`src/rtl/rlas_params.svh`:
```
// Offsets, fields, reset values and timing counts of the link sequencer
`ifndef RLAS_PARAMS_SVH
`define RLAS_PARAMS_SVH
// ==========================================
// Register offsets
`define RLAS_OFS_CTRL 4'h0
`define RLAS_OFS_RESEND 4'h1
`define RLAS_OFS_WINDOW 4'h2
`define RLAS_OFS_PERIOD 4'h3
`define RLAS_OFS_EXTEND 4'h4
`define RLAS_OFS_CMD 4'h5
`define RLAS_OFS_STATUS 4'h6
`define RLAS_OFS_BANK 4'h7
// ==========================================
// Control fields
`define RLAS_CTRL_LINK_EN 0
`define RLAS_CTRL_CYC_EN 1
`define RLAS_CTRL_FUNC_LO 2
`define RLAS_CTRL_FUNC_HI 3
`define RLAS_CTRL_TMODE 4
`define RLAS_CTRL_CLKSEL 5
`define RLAS_CTRL_SIMPLE 6
`define RLAS_CTRL_RESET 7'h40
// ==========================================
// Strobe command codes and auto cycle function codes
`define RLAS_CMD_SLEEP 8'h01
`define RLAS_CMD_IDLE 8'h02
`define RLAS_CMD_TX 8'h03
`define RLAS_CMD_RX 8'h04
`define RLAS_FUNC_WOT 2'h0
`define RLAS_FUNC_WOR 2'h1
// ==========================================
// Timing
`define RLAS_UNIT_NS 250000
`define RLAS_CLK_NS 100
`define RLAS_UNIT_CYCLES (`RLAS_UNIT_NS / `RLAS_CLK_NS)
`endif

```
`src/rtl/rlas_pkg.sv`:
```
// Types shared by the link sequencer modules
package rlas_pkg;
    // ==========================================
    // Sequencer states
    typedef enum logic [7:0] {
        ST_SLEEP = 8'h01,
        ST_TX = 8'h02,
        ST_ACKWAIT = 8'h04,
        ST_LISTEN = 8'h08,
        ST_ACKTX = 8'h10,
        ST_GAP = 8'h20,
        ST_IDLE = 8'h40,
        ST_WORRX = 8'h80
    } rlas_state_t;
    // ==========================================
    // Receiver report
    typedef struct packed {
        logic done;
        logic crcOk;
        logic addrOk;
        logic [1:0] packetIdent;
        logic [15:0] crc;
    } rlas_rx_t;
    // ==========================================
    // Transmit request to the radio
    typedef struct packed {
        logic start;
        logic ackOnly;
        logic ptrReset;
    } rlas_tx_t;
endpackage : rlas_pkg

```
`src/rtl/rlas_dup_filter.sv`:
```
// Repeat detection on packet identifier and checksum
`timescale 1ns/10ps
module rlas_dup_filter (
    // Clock and reset
    input wire logic clock,
    input wire logic rst_n,
    // Control
    input wire logic clear,
    input wire logic store,
    // Incoming packet
    input wire logic [1:0] packetIdent,
    input wire logic [15:0] crc,
    output logic isRepeat
);
    logic valid_q;
    logic [1:0] ident_q;
    logic [15:0] crc_q;

    assign isRepeat = valid_q && (ident_q == packetIdent) && (crc_q == crc);

    always_ff @(posedge clock or negedge rst_n) begin
        if (!rst_n) begin
            valid_q <= 1'b0;
            ident_q <= 2'h0;
            crc_q <= 16'h0000;
        end else if (store) begin
            valid_q <= 1'b1;
            ident_q <= packetIdent;
            crc_q <= crc;
        end else if (clear) begin
            valid_q <= 1'b0;
        end
    end
endmodule : rlas_dup_filter

```
`src/rtl/rlas_link_seq.sv`:
```
// Link automation sequencer: auto resend, auto acknowledge, wake cycles
// Summary of operation
// - Link automation runs only with the simple single-packet buffer mode selected.
// - Transmit strobe starts resend, receive strobe starts acknowledge, sleep ends it.
// - Acknowledge packets carry framing only, no payload.
// - Resend sends the buffer, then switches to receive awaiting acknowledgement.
// - Acknowledge window lasts low eight bits of window field plus one, times 250 us.
// - Good acknowledgement in window returns to sleep, or to idle in auto mode, and signals transmit done.
// - No acknowledgement and count below limit plus one resends and counts.
// - Slave keeps last identifier and checksum; a match marks a repeat.
// - New good packet signals receive done and sends an acknowledgement.
// - Repeated good packet is acknowledged without receive done.
// - Bad checksum or address gives no signal and reception restarts.
// - Device waits the window gap before restarting reception.
// - Wake timer ticks from internal or external low clock by select bit.
// - Single timer mode restarts on each idle entry, stops on sleep.
// - Continuous mode starts on idle, runs until enable or mode clears.
// - In auto mode only idle, sleep, bank and register access are taken.
// - Function 00 wakes periodically and transmits; idle starts, sleep stops.
// - At expiry reload the period, then leave idle one cycle later.
// - After the periodic transmit return to idle until next expiry.
// - With resend, periodic transmit repeats up to limit plus one with windows.
// - Function 01 wakes and listens window plus one units, else back to idle.
// - Sync detection reloads the window with extend field plus one units, but listening then lasts until a packet ends.
// - Good wake-receive packet signals receive done and stays in sleep.
// - Each resend resets the transmit buffer read pointer to zero.
`timescale 1ns/10ps
`include "rlas_params.svh"
module rlas_link_seq #(
    parameter int UNIT_CYCLES = `RLAS_UNIT_CYCLES
) (
    // Clock and reset
    input wire logic clock,
    input wire logic rst_n,
    // Register port
    input wire logic [3:0] regAddr,
    input wire logic [15:0] regWdata,
    input wire logic regWrite,
    input wire logic regRead,
    output logic [15:0] regRdata,
    // Low-frequency ticks
    input wire logic internal_low_osc,
    input wire logic external_low_clock_in,
    // Radio side
    input wire rlas_pkg::rlas_rx_t rxReport,
    input wire logic txDone,
    input wire logic syncDetect,
    output rlas_pkg::rlas_tx_t txRequest,
    output logic rxEnable,
    // Completion events
    output logic txCompleteIrq,
    output logic rxCompleteIrq
);
    // ==========================================
    // Declarations
    rlas_pkg::rlas_state_t state_q;
    rlas_pkg::rlas_state_t state_d;
    logic [6:0] ctrl_q;
    logic [3:0] resend_limit_q;
    logic [10:0] ack_window_period_q;
    logic [15:0] wake_period_q;
    logic [15:0] listen_extend_period_q;
    logic [7:0] bank_q;
    logic [4:0] resendCnt_q;
    logic [11:0] unitCnt_q;
    logic [16:0] winCnt_q;
    logic unitTick;
    logic winExpire;
    logic syncSeen_q;
    logic timerRun_q;
    logic wakeExpire;
    logic isRepeat;
    logic link_auto_enable;
    logic auto_cycle_enable;
    logic [1:0] auto_cycle_function;
    logic wake_timer_mode;
    logic simpleMode;
    logic arkOn;
    logic autoMode;
    logic cmdWrite;
    logic cmdSleep;
    logic cmdIdle;
    logic cmdTx;
    logic cmdRx;
    logic rxGood;
    logic enterIdle;
    logic txStart;
    logic ackStart;
    logic retry;
    logic winLoad;
    logic [16:0] winLoadVal;

    if (UNIT_CYCLES < 1 || UNIT_CYCLES > 4095) begin : g_unit_check
        $error("unit count out of range");
    end

    // ==========================================
    // Control fields
    assign link_auto_enable = ctrl_q[`RLAS_CTRL_LINK_EN];
    assign auto_cycle_enable = ctrl_q[`RLAS_CTRL_CYC_EN];
    assign auto_cycle_function = ctrl_q[`RLAS_CTRL_FUNC_HI:`RLAS_CTRL_FUNC_LO];
    assign wake_timer_mode = ctrl_q[`RLAS_CTRL_TMODE];
    assign simpleMode = ctrl_q[`RLAS_CTRL_SIMPLE];
    assign arkOn = link_auto_enable && simpleMode;
    assign autoMode = auto_cycle_enable && simpleMode;

    // ==========================================
    // Strobe decode
    assign cmdWrite = regWrite && (regAddr == `RLAS_OFS_CMD);
    assign cmdSleep = cmdWrite && (regWdata[7:0] == `RLAS_CMD_SLEEP);
    assign cmdIdle = cmdWrite && (regWdata[7:0] == `RLAS_CMD_IDLE) && autoMode;
    assign cmdTx = cmdWrite && (regWdata[7:0] == `RLAS_CMD_TX) && !autoMode;
    assign cmdRx = cmdWrite && (regWdata[7:0] == `RLAS_CMD_RX) && !autoMode;

    assign rxGood = rxReport.done && rxReport.crcOk && rxReport.addrOk;

    // ==========================================
    // Register writes
    always_ff @(posedge clock or negedge rst_n) begin
        if (!rst_n) begin
            ctrl_q <= `RLAS_CTRL_RESET;
            resend_limit_q <= 4'h0;
            ack_window_period_q <= 11'h000;
            wake_period_q <= 16'h0000;
            listen_extend_period_q <= 16'h0000;
            bank_q <= 8'h00;
        end else if (regWrite) begin
            if (regAddr == `RLAS_OFS_CTRL) begin
                ctrl_q <= regWdata[6:0];
            end else if (regAddr == `RLAS_OFS_RESEND) begin
                resend_limit_q <= regWdata[3:0];
            end else if (regAddr == `RLAS_OFS_WINDOW) begin
                ack_window_period_q <= regWdata[10:0];
            end else if (regAddr == `RLAS_OFS_PERIOD) begin
                wake_period_q <= regWdata;
            end else if (regAddr == `RLAS_OFS_EXTEND) begin
                listen_extend_period_q <= regWdata;
            end else if (regAddr == `RLAS_OFS_BANK) begin
                bank_q <= regWdata[7:0];
            end
        end
    end

    // ==========================================
    // Register reads
    always_ff @(posedge clock or negedge rst_n) begin
        if (!rst_n) begin
            regRdata <= 16'h0000;
        end else if (regRead) begin
            if (regAddr == `RLAS_OFS_CTRL) begin
                regRdata <= {9'h000, ctrl_q};
            end else if (regAddr == `RLAS_OFS_RESEND) begin
                regRdata <= {12'h000, resend_limit_q};
            end else if (regAddr == `RLAS_OFS_WINDOW) begin
                regRdata <= {5'h00, ack_window_period_q};
            end else if (regAddr == `RLAS_OFS_PERIOD) begin
                regRdata <= wake_period_q;
            end else if (regAddr == `RLAS_OFS_EXTEND) begin
                regRdata <= listen_extend_period_q;
            end else if (regAddr == `RLAS_OFS_STATUS) begin
                regRdata <= {3'h0, resendCnt_q, state_q};
            end else if (regAddr == `RLAS_OFS_BANK) begin
                regRdata <= {8'h00, bank_q};
            end else begin
                regRdata <= 16'h0000;
            end
        end else begin
            regRdata <= 16'h0000;
        end
    end

    // ==========================================
    // Time unit and window counter
    always_ff @(posedge clock or negedge rst_n) begin
        if (!rst_n) begin
            unitCnt_q <= 12'h000;
        end else if (winLoad || unitCnt_q == 12'(UNIT_CYCLES - 1)) begin
            unitCnt_q <= 12'h000;
        end else begin
            unitCnt_q <= unitCnt_q + 12'h001;
        end
    end
    assign unitTick = (unitCnt_q == 12'(UNIT_CYCLES - 1));

    // window of field plus one units
    always_ff @(posedge clock or negedge rst_n) begin
        if (!rst_n) begin
            winCnt_q <= 17'h00000;
        end else if (winLoad) begin
            winCnt_q <= winLoadVal;
        end else if (unitTick && winCnt_q != 17'h00000) begin
            winCnt_q <= winCnt_q - 17'h00001;
        end
    end
    assign winExpire = unitTick && (winCnt_q == 17'h00001);

    // ==========================================
    // Wake timer control
    assign enterIdle = (state_d == rlas_pkg::ST_IDLE) && (state_q != rlas_pkg::ST_IDLE);
    always_ff @(posedge clock or negedge rst_n) begin
        if (!rst_n) begin
            timerRun_q <= 1'b0;
        end else if (!autoMode || cmdSleep && !wake_timer_mode) begin
            timerRun_q <= 1'b0;
        end else if (wake_timer_mode && regWrite && regAddr == `RLAS_OFS_CTRL
                && !regWdata[`RLAS_CTRL_TMODE]) begin
            timerRun_q <= 1'b0;
        end else if (cmdIdle) begin
            timerRun_q <= 1'b1;
        end
    end

    rlas_wake_timer #(
        .WIDTH(16)
    ) u_wake_timer (
        .clock(clock),
        .rst_n(rst_n),
        .intTick(internal_low_osc),
        .extTick(external_low_clock_in),
        .clkSel(ctrl_q[`RLAS_CTRL_CLKSEL]),
        .load(!wake_timer_mode && enterIdle || cmdIdle && !timerRun_q),
        .run(timerRun_q && (wake_timer_mode || state_q == rlas_pkg::ST_IDLE)),
        .period(wake_period_q),
        .expire(wakeExpire)
    );

    rlas_dup_filter u_dup_filter (
        .clock(clock),
        .rst_n(rst_n),
        .clear(cmdRx),
        .store(state_q == rlas_pkg::ST_LISTEN && rxGood),
        .packetIdent(rxReport.packetIdent),
        .crc(rxReport.crc),
        .isRepeat(isRepeat)
    );

    // ==========================================
    // Sequencer next state
    assign retry = {1'b0, resendCnt_q} < {2'b00, resend_limit_q} + 6'h01;
    always_comb begin
        state_d = state_q;
        txStart = 1'b0;
        ackStart = 1'b0;
        winLoad = 1'b0;
        winLoadVal = {6'h00, ack_window_period_q[7:0]} + 17'h00001;
        case (state_q)
            rlas_pkg::ST_SLEEP: begin
                if (cmdTx) begin
                    state_d = rlas_pkg::ST_TX;
                    txStart = 1'b1;
                end else if (cmdRx) begin
                    state_d = rlas_pkg::ST_LISTEN;
                end else if (cmdIdle) begin
                    state_d = rlas_pkg::ST_IDLE;
                end
            end
            rlas_pkg::ST_TX: begin
                if (txDone && arkOn) begin
                    state_d = rlas_pkg::ST_ACKWAIT;
                    winLoad = 1'b1;
                end else if (txDone) begin
                    state_d = autoMode ? rlas_pkg::ST_IDLE : rlas_pkg::ST_SLEEP;
                end
            end
            rlas_pkg::ST_ACKWAIT: begin
                if (rxReport.done && rxReport.crcOk) begin
                    state_d = autoMode ? rlas_pkg::ST_IDLE : rlas_pkg::ST_SLEEP;
                end else if (winExpire && retry) begin
                    state_d = rlas_pkg::ST_TX;
                    txStart = 1'b1;
                end else if (winExpire) begin
                    state_d = autoMode ? rlas_pkg::ST_IDLE : rlas_pkg::ST_SLEEP;
                end
            end
            rlas_pkg::ST_LISTEN: begin
                if (rxGood && arkOn) begin
                    state_d = rlas_pkg::ST_ACKTX;
                    ackStart = 1'b1;
                end else if (rxGood) begin
                    state_d = rlas_pkg::ST_SLEEP;
                end else if (rxReport.done) begin
                    state_d = rlas_pkg::ST_GAP;
                    winLoad = 1'b1;
                end
            end
            rlas_pkg::ST_ACKTX: begin
                if (txDone) begin
                    state_d = rlas_pkg::ST_GAP;
                    winLoad = 1'b1;
                end
            end
            rlas_pkg::ST_GAP: begin
                if (winExpire) begin
                    state_d = rlas_pkg::ST_LISTEN;
                end
            end
            rlas_pkg::ST_IDLE: begin
                if (wakeExpire && auto_cycle_function == `RLAS_FUNC_WOT) begin
                    state_d = rlas_pkg::ST_TX;
                    txStart = 1'b1;
                end else if (wakeExpire && auto_cycle_function == `RLAS_FUNC_WOR) begin
                    state_d = rlas_pkg::ST_WORRX;
                    winLoad = 1'b1;
                    winLoadVal = {6'h00, ack_window_period_q} + 17'h00001;
                end
            end
            rlas_pkg::ST_WORRX: begin
                if (syncDetect && !syncSeen_q) begin
                    winLoad = 1'b1;
                    winLoadVal = {1'b0, listen_extend_period_q} + 17'h00001;
                end
                if (rxReport.done && rxReport.crcOk) begin
                    state_d = rlas_pkg::ST_SLEEP;
                end else if (winExpire && !syncSeen_q || syncSeen_q && rxReport.done) begin
                    state_d = rlas_pkg::ST_IDLE;
                end
            end
            default: begin
                state_d = rlas_pkg::ST_SLEEP;
            end
        endcase
        if (cmdSleep || (!autoMode && state_q == rlas_pkg::ST_IDLE)) begin
            state_d = rlas_pkg::ST_SLEEP;
            txStart = 1'b0;
            ackStart = 1'b0;
        end
    end

    always_ff @(posedge clock or negedge rst_n) begin
        if (!rst_n) begin
            state_q <= rlas_pkg::ST_SLEEP;
        end else begin
            state_q <= state_d;
        end
    end

    always_ff @(posedge clock or negedge rst_n) begin
        if (!rst_n) begin
            syncSeen_q <= 1'b0;
        end else if (state_q != rlas_pkg::ST_WORRX || rxReport.done) begin
            syncSeen_q <= 1'b0;
        end else if (syncDetect) begin
            syncSeen_q <= 1'b1;
        end
    end

    always_ff @(posedge clock or negedge rst_n) begin
        if (!rst_n) begin
            resendCnt_q <= 5'h00;
        end else if (cmdTx || state_q == rlas_pkg::ST_IDLE) begin
            resendCnt_q <= 5'h00;
        end else if (state_q == rlas_pkg::ST_ACKWAIT && txStart) begin
            resendCnt_q <= resendCnt_q + 5'h01;
        end
    end

    // ==========================================
    // Radio requests and completion events
    always_ff @(posedge clock or negedge rst_n) begin
        if (!rst_n) begin
            txRequest <= '0;
            txCompleteIrq <= 1'b0;
            rxCompleteIrq <= 1'b0;
        end else begin
            txRequest.start <= txStart || ackStart;
            txRequest.ackOnly <= ackStart;
            txRequest.ptrReset <= txStart;
            txCompleteIrq <= (state_q == rlas_pkg::ST_ACKWAIT && rxReport.done
                && rxReport.crcOk && !cmdSleep)
                || (state_q == rlas_pkg::ST_TX && txDone && !arkOn && !cmdSleep);
            rxCompleteIrq <= !cmdSleep && rxGood && (state_q == rlas_pkg::ST_LISTEN && !isRepeat
                || state_q == rlas_pkg::ST_WORRX);
        end
    end

    assign rxEnable = state_q[2] || state_q[3] || state_q[7];
endmodule : rlas_link_seq

```
`src/rtl/rlas_wake_timer.sv`:
```
// Low-frequency wake cycle timer with reload
`timescale 1ns/10ps
module rlas_wake_timer #(
    parameter int WIDTH = 16
) (
    // Clock and reset
    input wire logic clock,
    input wire logic rst_n,
    // Low-frequency ticks
    input wire logic intTick,
    input wire logic extTick,
    input wire logic clkSel,
    // Control
    input wire logic load,
    input wire logic run,
    input wire logic [WIDTH-1:0] period,
    output logic expire
);
    logic [WIDTH-1:0] count_q;
    logic tick;

    if (WIDTH < 2) begin : g_width_check
        $error("wake timer width too small");
    end

    assign tick = clkSel ? extTick : intTick;

    always_ff @(posedge clock or negedge rst_n) begin
        if (!rst_n) begin
            count_q <= '0;
            expire <= 1'b0;
        end else begin
            expire <= 1'b0;
            if (load) begin
                count_q <= period;
            end else if (run && tick) begin
                if (count_q == '0) begin
                    count_q <= period;
                    expire <= 1'b1;
                end else begin
                    count_q <= count_q - 1'b1;
                end
            end
        end
    end
endmodule : rlas_wake_timer

```
`config.mk`:
```
export PLATFORM = sky130hd
export DESIGN_NAME = rlas_link_seq
export DESIGN_NICKNAME = d
export VERILOG_FILES = /design/src/rtl/rlas_pkg.sv /design/src/rtl/rlas_dup_filter.sv /design/src/rtl/rlas_link_seq.sv /design/src/rtl/rlas_wake_timer.sv
export VERILOG_INCLUDE_DIRS = /design/src /design/src/rtl
export SDC_FILE = /design/constraint.sdc
export NUM_CORES = 1
export LEC_CHECK = 0
export ABC_AREA = 1
export ABC_CLOCK_PERIOD_IN_PS = 4400
export BUFFER_PORTS_ARGS = -buffer_cell sky130_fd_sc_hd__clkbuf_2
export CORE_ASPECT_RATIO = 0.75
export CORE_MARGIN = 3
export CORE_UTILIZATION = 56
export DETAILED_ROUTE_END_ITERATION = 6
export GPL_TIMING_DRIVEN = 0
export PLACE_DENSITY = 0.75
export SLEW_MARGIN = 10
export SYNTH_ARGS = -nofsm -noshare
export SYNTH_HDL_FRONTEND = slang
export SYNTH_SLANG_ARGS = --single-unit
export TNS_END_PERCENT = 50
```
`constraint.sdc`:
```
create_clock -name clock -period 4.4 [get_ports clock]
set_input_delay 0.44 -clock clock [delete_from_list [all_inputs] [get_ports clock]]
set_output_delay 0.44 -clock clock [all_outputs]
set_load 0.005 [all_outputs]
```
==> flow_summary.yaml <==
critical_path:
  worstSetupPathType: "reg2reg"
  arrival_ns: 3.16
  slowest_delay_ns: 0.57
  cp-start-kind: "flip-flop"
  cp.required_ns: 4.71
  slowest_stage: "dfstp_2"
  path_cells: "inv_2, nand2_1, inv_1, nand4_1, nor2_1, nor3_1, nand3_2, nor2_4, inv_2, buf_2, o211ai_1, nand2_1"
  cp_max_fo: 10
  crit_path_end_kind: "flip-flop"
routing:
  viasPerCell: 5.63
  vias: 8841
  drt.antenna.violating_nets: 0
  routed_wl_mm: 25.8
  firstDrtPassIters: 7
  drtIter0Drc: 849
  wl_per_cell_um: 16.4
  remaining_drc_errors: 1
clocking:
  clk_latency_ns: 0.43
  cts_buffer_depth: 2
  post_cts_resized: 0
  ctsHoldBuffers: 0
  numCtsBuffers: 17
  htreeDepth: 4
  clock_sinks: 163
  clk_pin_slew_ns: 0.06
  cts-root-buf: "clkbuf_16"
  cts_setup_buffers: 0
  cts_tree: "yes"
final_layout:
  seq_area_um2: 4080
  final_cell_mix: "nand2_1 (350), dfrtp_1 (161), inv_1 (140), o21ai_0 (130), nor2_1 (112)"
  drive_above_1_share_pct: 12.4
  fin_util_pct: 65.8
  multi_input_area_um2: 4650
  syn2layout_area_growth_pct: 13.4
  layout_commonest_cell: "nand2_1"
  final_nets: 1413
  fill_cells: 1433
  diodes: 0
logic_synthesis:
  syn_inst: 1260
  ys_seq_area_share_pct: 43.1
  yosysTopAreaCell: "dfrtp_1"
  ys_warn_count: 0
  synth_nets: 1323
  yosys.area.top_type_share_pct: 42.5
  ys_ff_latch: 163
  synth_edf_count: 0
  netlist_area_um2: 9470
  yosysUniqueCellTypes: 53
  async_reset_ff_share_pct: 100
  ys_top_cells_by_area: "dfrtp_1 (43%), nand2_1 (14%), o21ai_0 (6.9%)"
  synth_ff_type: "dfrtp_1"
  synth_area_per_cell_um2: 7.52
sta:
  slew-limit-headroom_pct: 54.1
  hold_violations: 0
  worst_pin_slew_ns: 0.682
  finalMaxSlewViolations: 0
  finalCritPeriodShare_pct: 64.7
  max_freq_mhz: 351
  setup_slack_ns: 1.55
  finalSetupViolCount: 0
  rsz0062_at_grt: "false"
  post-route-min-period_ns: 2.85
  skew_ns: 0.00787
global_route:
  grt_pass1_wl_mm: 41.8
  grt_overflow: 0
  grt_use_total_pct: 28.4
  antenna_found_initial: 0
  grt_pass1_vias: 8321
  grt_max_degree: 88
place:
  preCtsSetupSlack_ns: 1.59
  place.gp.congestion: 0.952
  dp_hpwl_mm: 19.8
  port_buffers: 70
die:
  fp-row-count: 40
  start_util_pct: 58.1
  die-width_um: 156
  ios: 71
  die_h_um: 119
  dieArea_um2: 18500
  coreArea_um2: 16300
outcome:
  outcome: "finished, violations left"
  violations: "DRC"
job:
  maxCapViolCount: 0
power:
  p_sw_share_pct: 28.2
  pwr-share-comb_pct: 14.8
  pwr-share-seq_pct: 45.9
  internal-power_w: 0.00285
  ir_worst_vdd_mv: 0.197
  p_sw_w: 0.00112
  power.density_nw_per_um2: 369
  p_leak_nw: 5.39
  p_clk_share_pct: 39.2
  p_total_w: 0.00397
min_path:
  timing.hold.worst.class: "in2async"
-- metrics by stage --
| step | setup TNS (ns) | hold slack, ns | cells | area [um^2] |
|---|---|---|---|---|
| after floorplan | 0 | 0.144 | 1260 | 9470 |
| after global placement | -4.36 | 0.450 | 1540 | 10100 |
| after detailed placement | 0 | 0.470 | 1541 | 10100 |
| after CTS | 0 | 0.0623 | 1571 | 10700 |
| after global routing | 0 | 0.0918 | 1571 | 10700 |
| final | 0 | 0.0426 | 1571 | 10700 |
-- synth_stat cells, drive strengths merged (9+ instances only) --
cell / number
nand3: 61
o21ai: 137
nor3: 26
nor2: 127
xnor2: 10
a31oi: 9
clkbuf: 22
ha: 14
buf: 10
inv: 158
o221ai: 10
o22ai: 11
a21oi: 30
nand2: 354
dfrtp: 161
nand4: 24
xor2: 31
o211ai: 12
-- critical path, delay by kind of cell (launching register included) --
kind | cells | cell delay [ns]
flip-flops | 1 | 0.57
AO/OA/AOI/OAI | 1 | 0.11
buffers and inverters | 4 | 0.44
AND/OR/NAND/NOR | 7 | 1.58
-- cells by family after synthesis --
| kind of cell | share of synthesized area (%) |
|---|---|
| and+or+nand+nor | 28.7 |
| adders and majority gates | 1.85 |
| muxes | 0.568 |
| buffers and inverters | 7.83 |
| DFF | 43.1 |
| AOI/OAI and AO/OA | 14.2 |
| xor gates and xnor gates | 3.79 |
-- path summary, 6_finish.rpt --
kind                       slack (ns)  cells after the start              startpoint                      to
min                              0.04                      1                   rst_n            winCnt_q[16]
max                              1.55                     12              state_q[0]             winCnt_q[8]
min in group clock               0.24                      3             rxReport[4]   u_dup_filter.crc_q[4]
max in group asynchronous        3.49                      2                   rst_n               ctrl_q[6]
min reg2reg                      0.49                      2  u_dup_filter.crc_q[14]  u_dup_filter.crc_q[14]
max reg2reg                      1.55                     12              state_q[0]             winCnt_q[8]
-- power by group through the flow --
| stage | clock network [W] | registers [W] | logic (W) |
|---|---|---|---|
| final | 0.00156 | 0.00182 | 0.000588 |
| after global routing | 0.00163 | 0.00184 | 0.000677 |
| after CTS | 0.00157 | 0.00182 | 0.000588 |
| after detailed placement | 0 | 0.00184 | 0.000582 |
| after global placement | 0 | 0.00184 | 0.000563 |
| after floorplan | 0 | 0.00179 | 0.000414 |
-- flip-flops by register name, indices dropped and copies added, names as in the netlist, 2 cells and up --
signal	count
ack_window_period_q	11
wake_period_q	16
regRdata	16
winCnt_q	17
state_q	8
resendCnt_q	5
u_wake_timer.count_q	16
bank_q	8
unitCnt_q	12
resend_limit_q	4
txRequest	3
u_dup_filter.ident_q	2
ctrl_q	7
listen_extend_period_q	16
u_dup_filter.crc_q	16
-- routing by layer --
metal,wire (um),part of all wire [%],vias to the layer above,track usage (%)
li1,-,-,4303,-
met4,244,0.95,0,6.23
met2,11000,43,351,41.2
met5,0,0,-,0
met3,2200,8.5,25,6.84
met1,12300,48,4162,43.2
-- final cells by class --
cell class | instances | share of cell area, %
Multi-Input combinational cell | 906 | 43.3
Sequential cell | 163 | 38.0
Clock inverter | 8 | 1.16
Tap cell | 210 | 2.45
Buffer | 32 | 1.33
Inverter | 159 | 5.58
Timing Repair Buffer | 71 | 3.60
Clock buffer | 22 | 4.60
No activity file was read; power rests on OpenSTA's default activity.
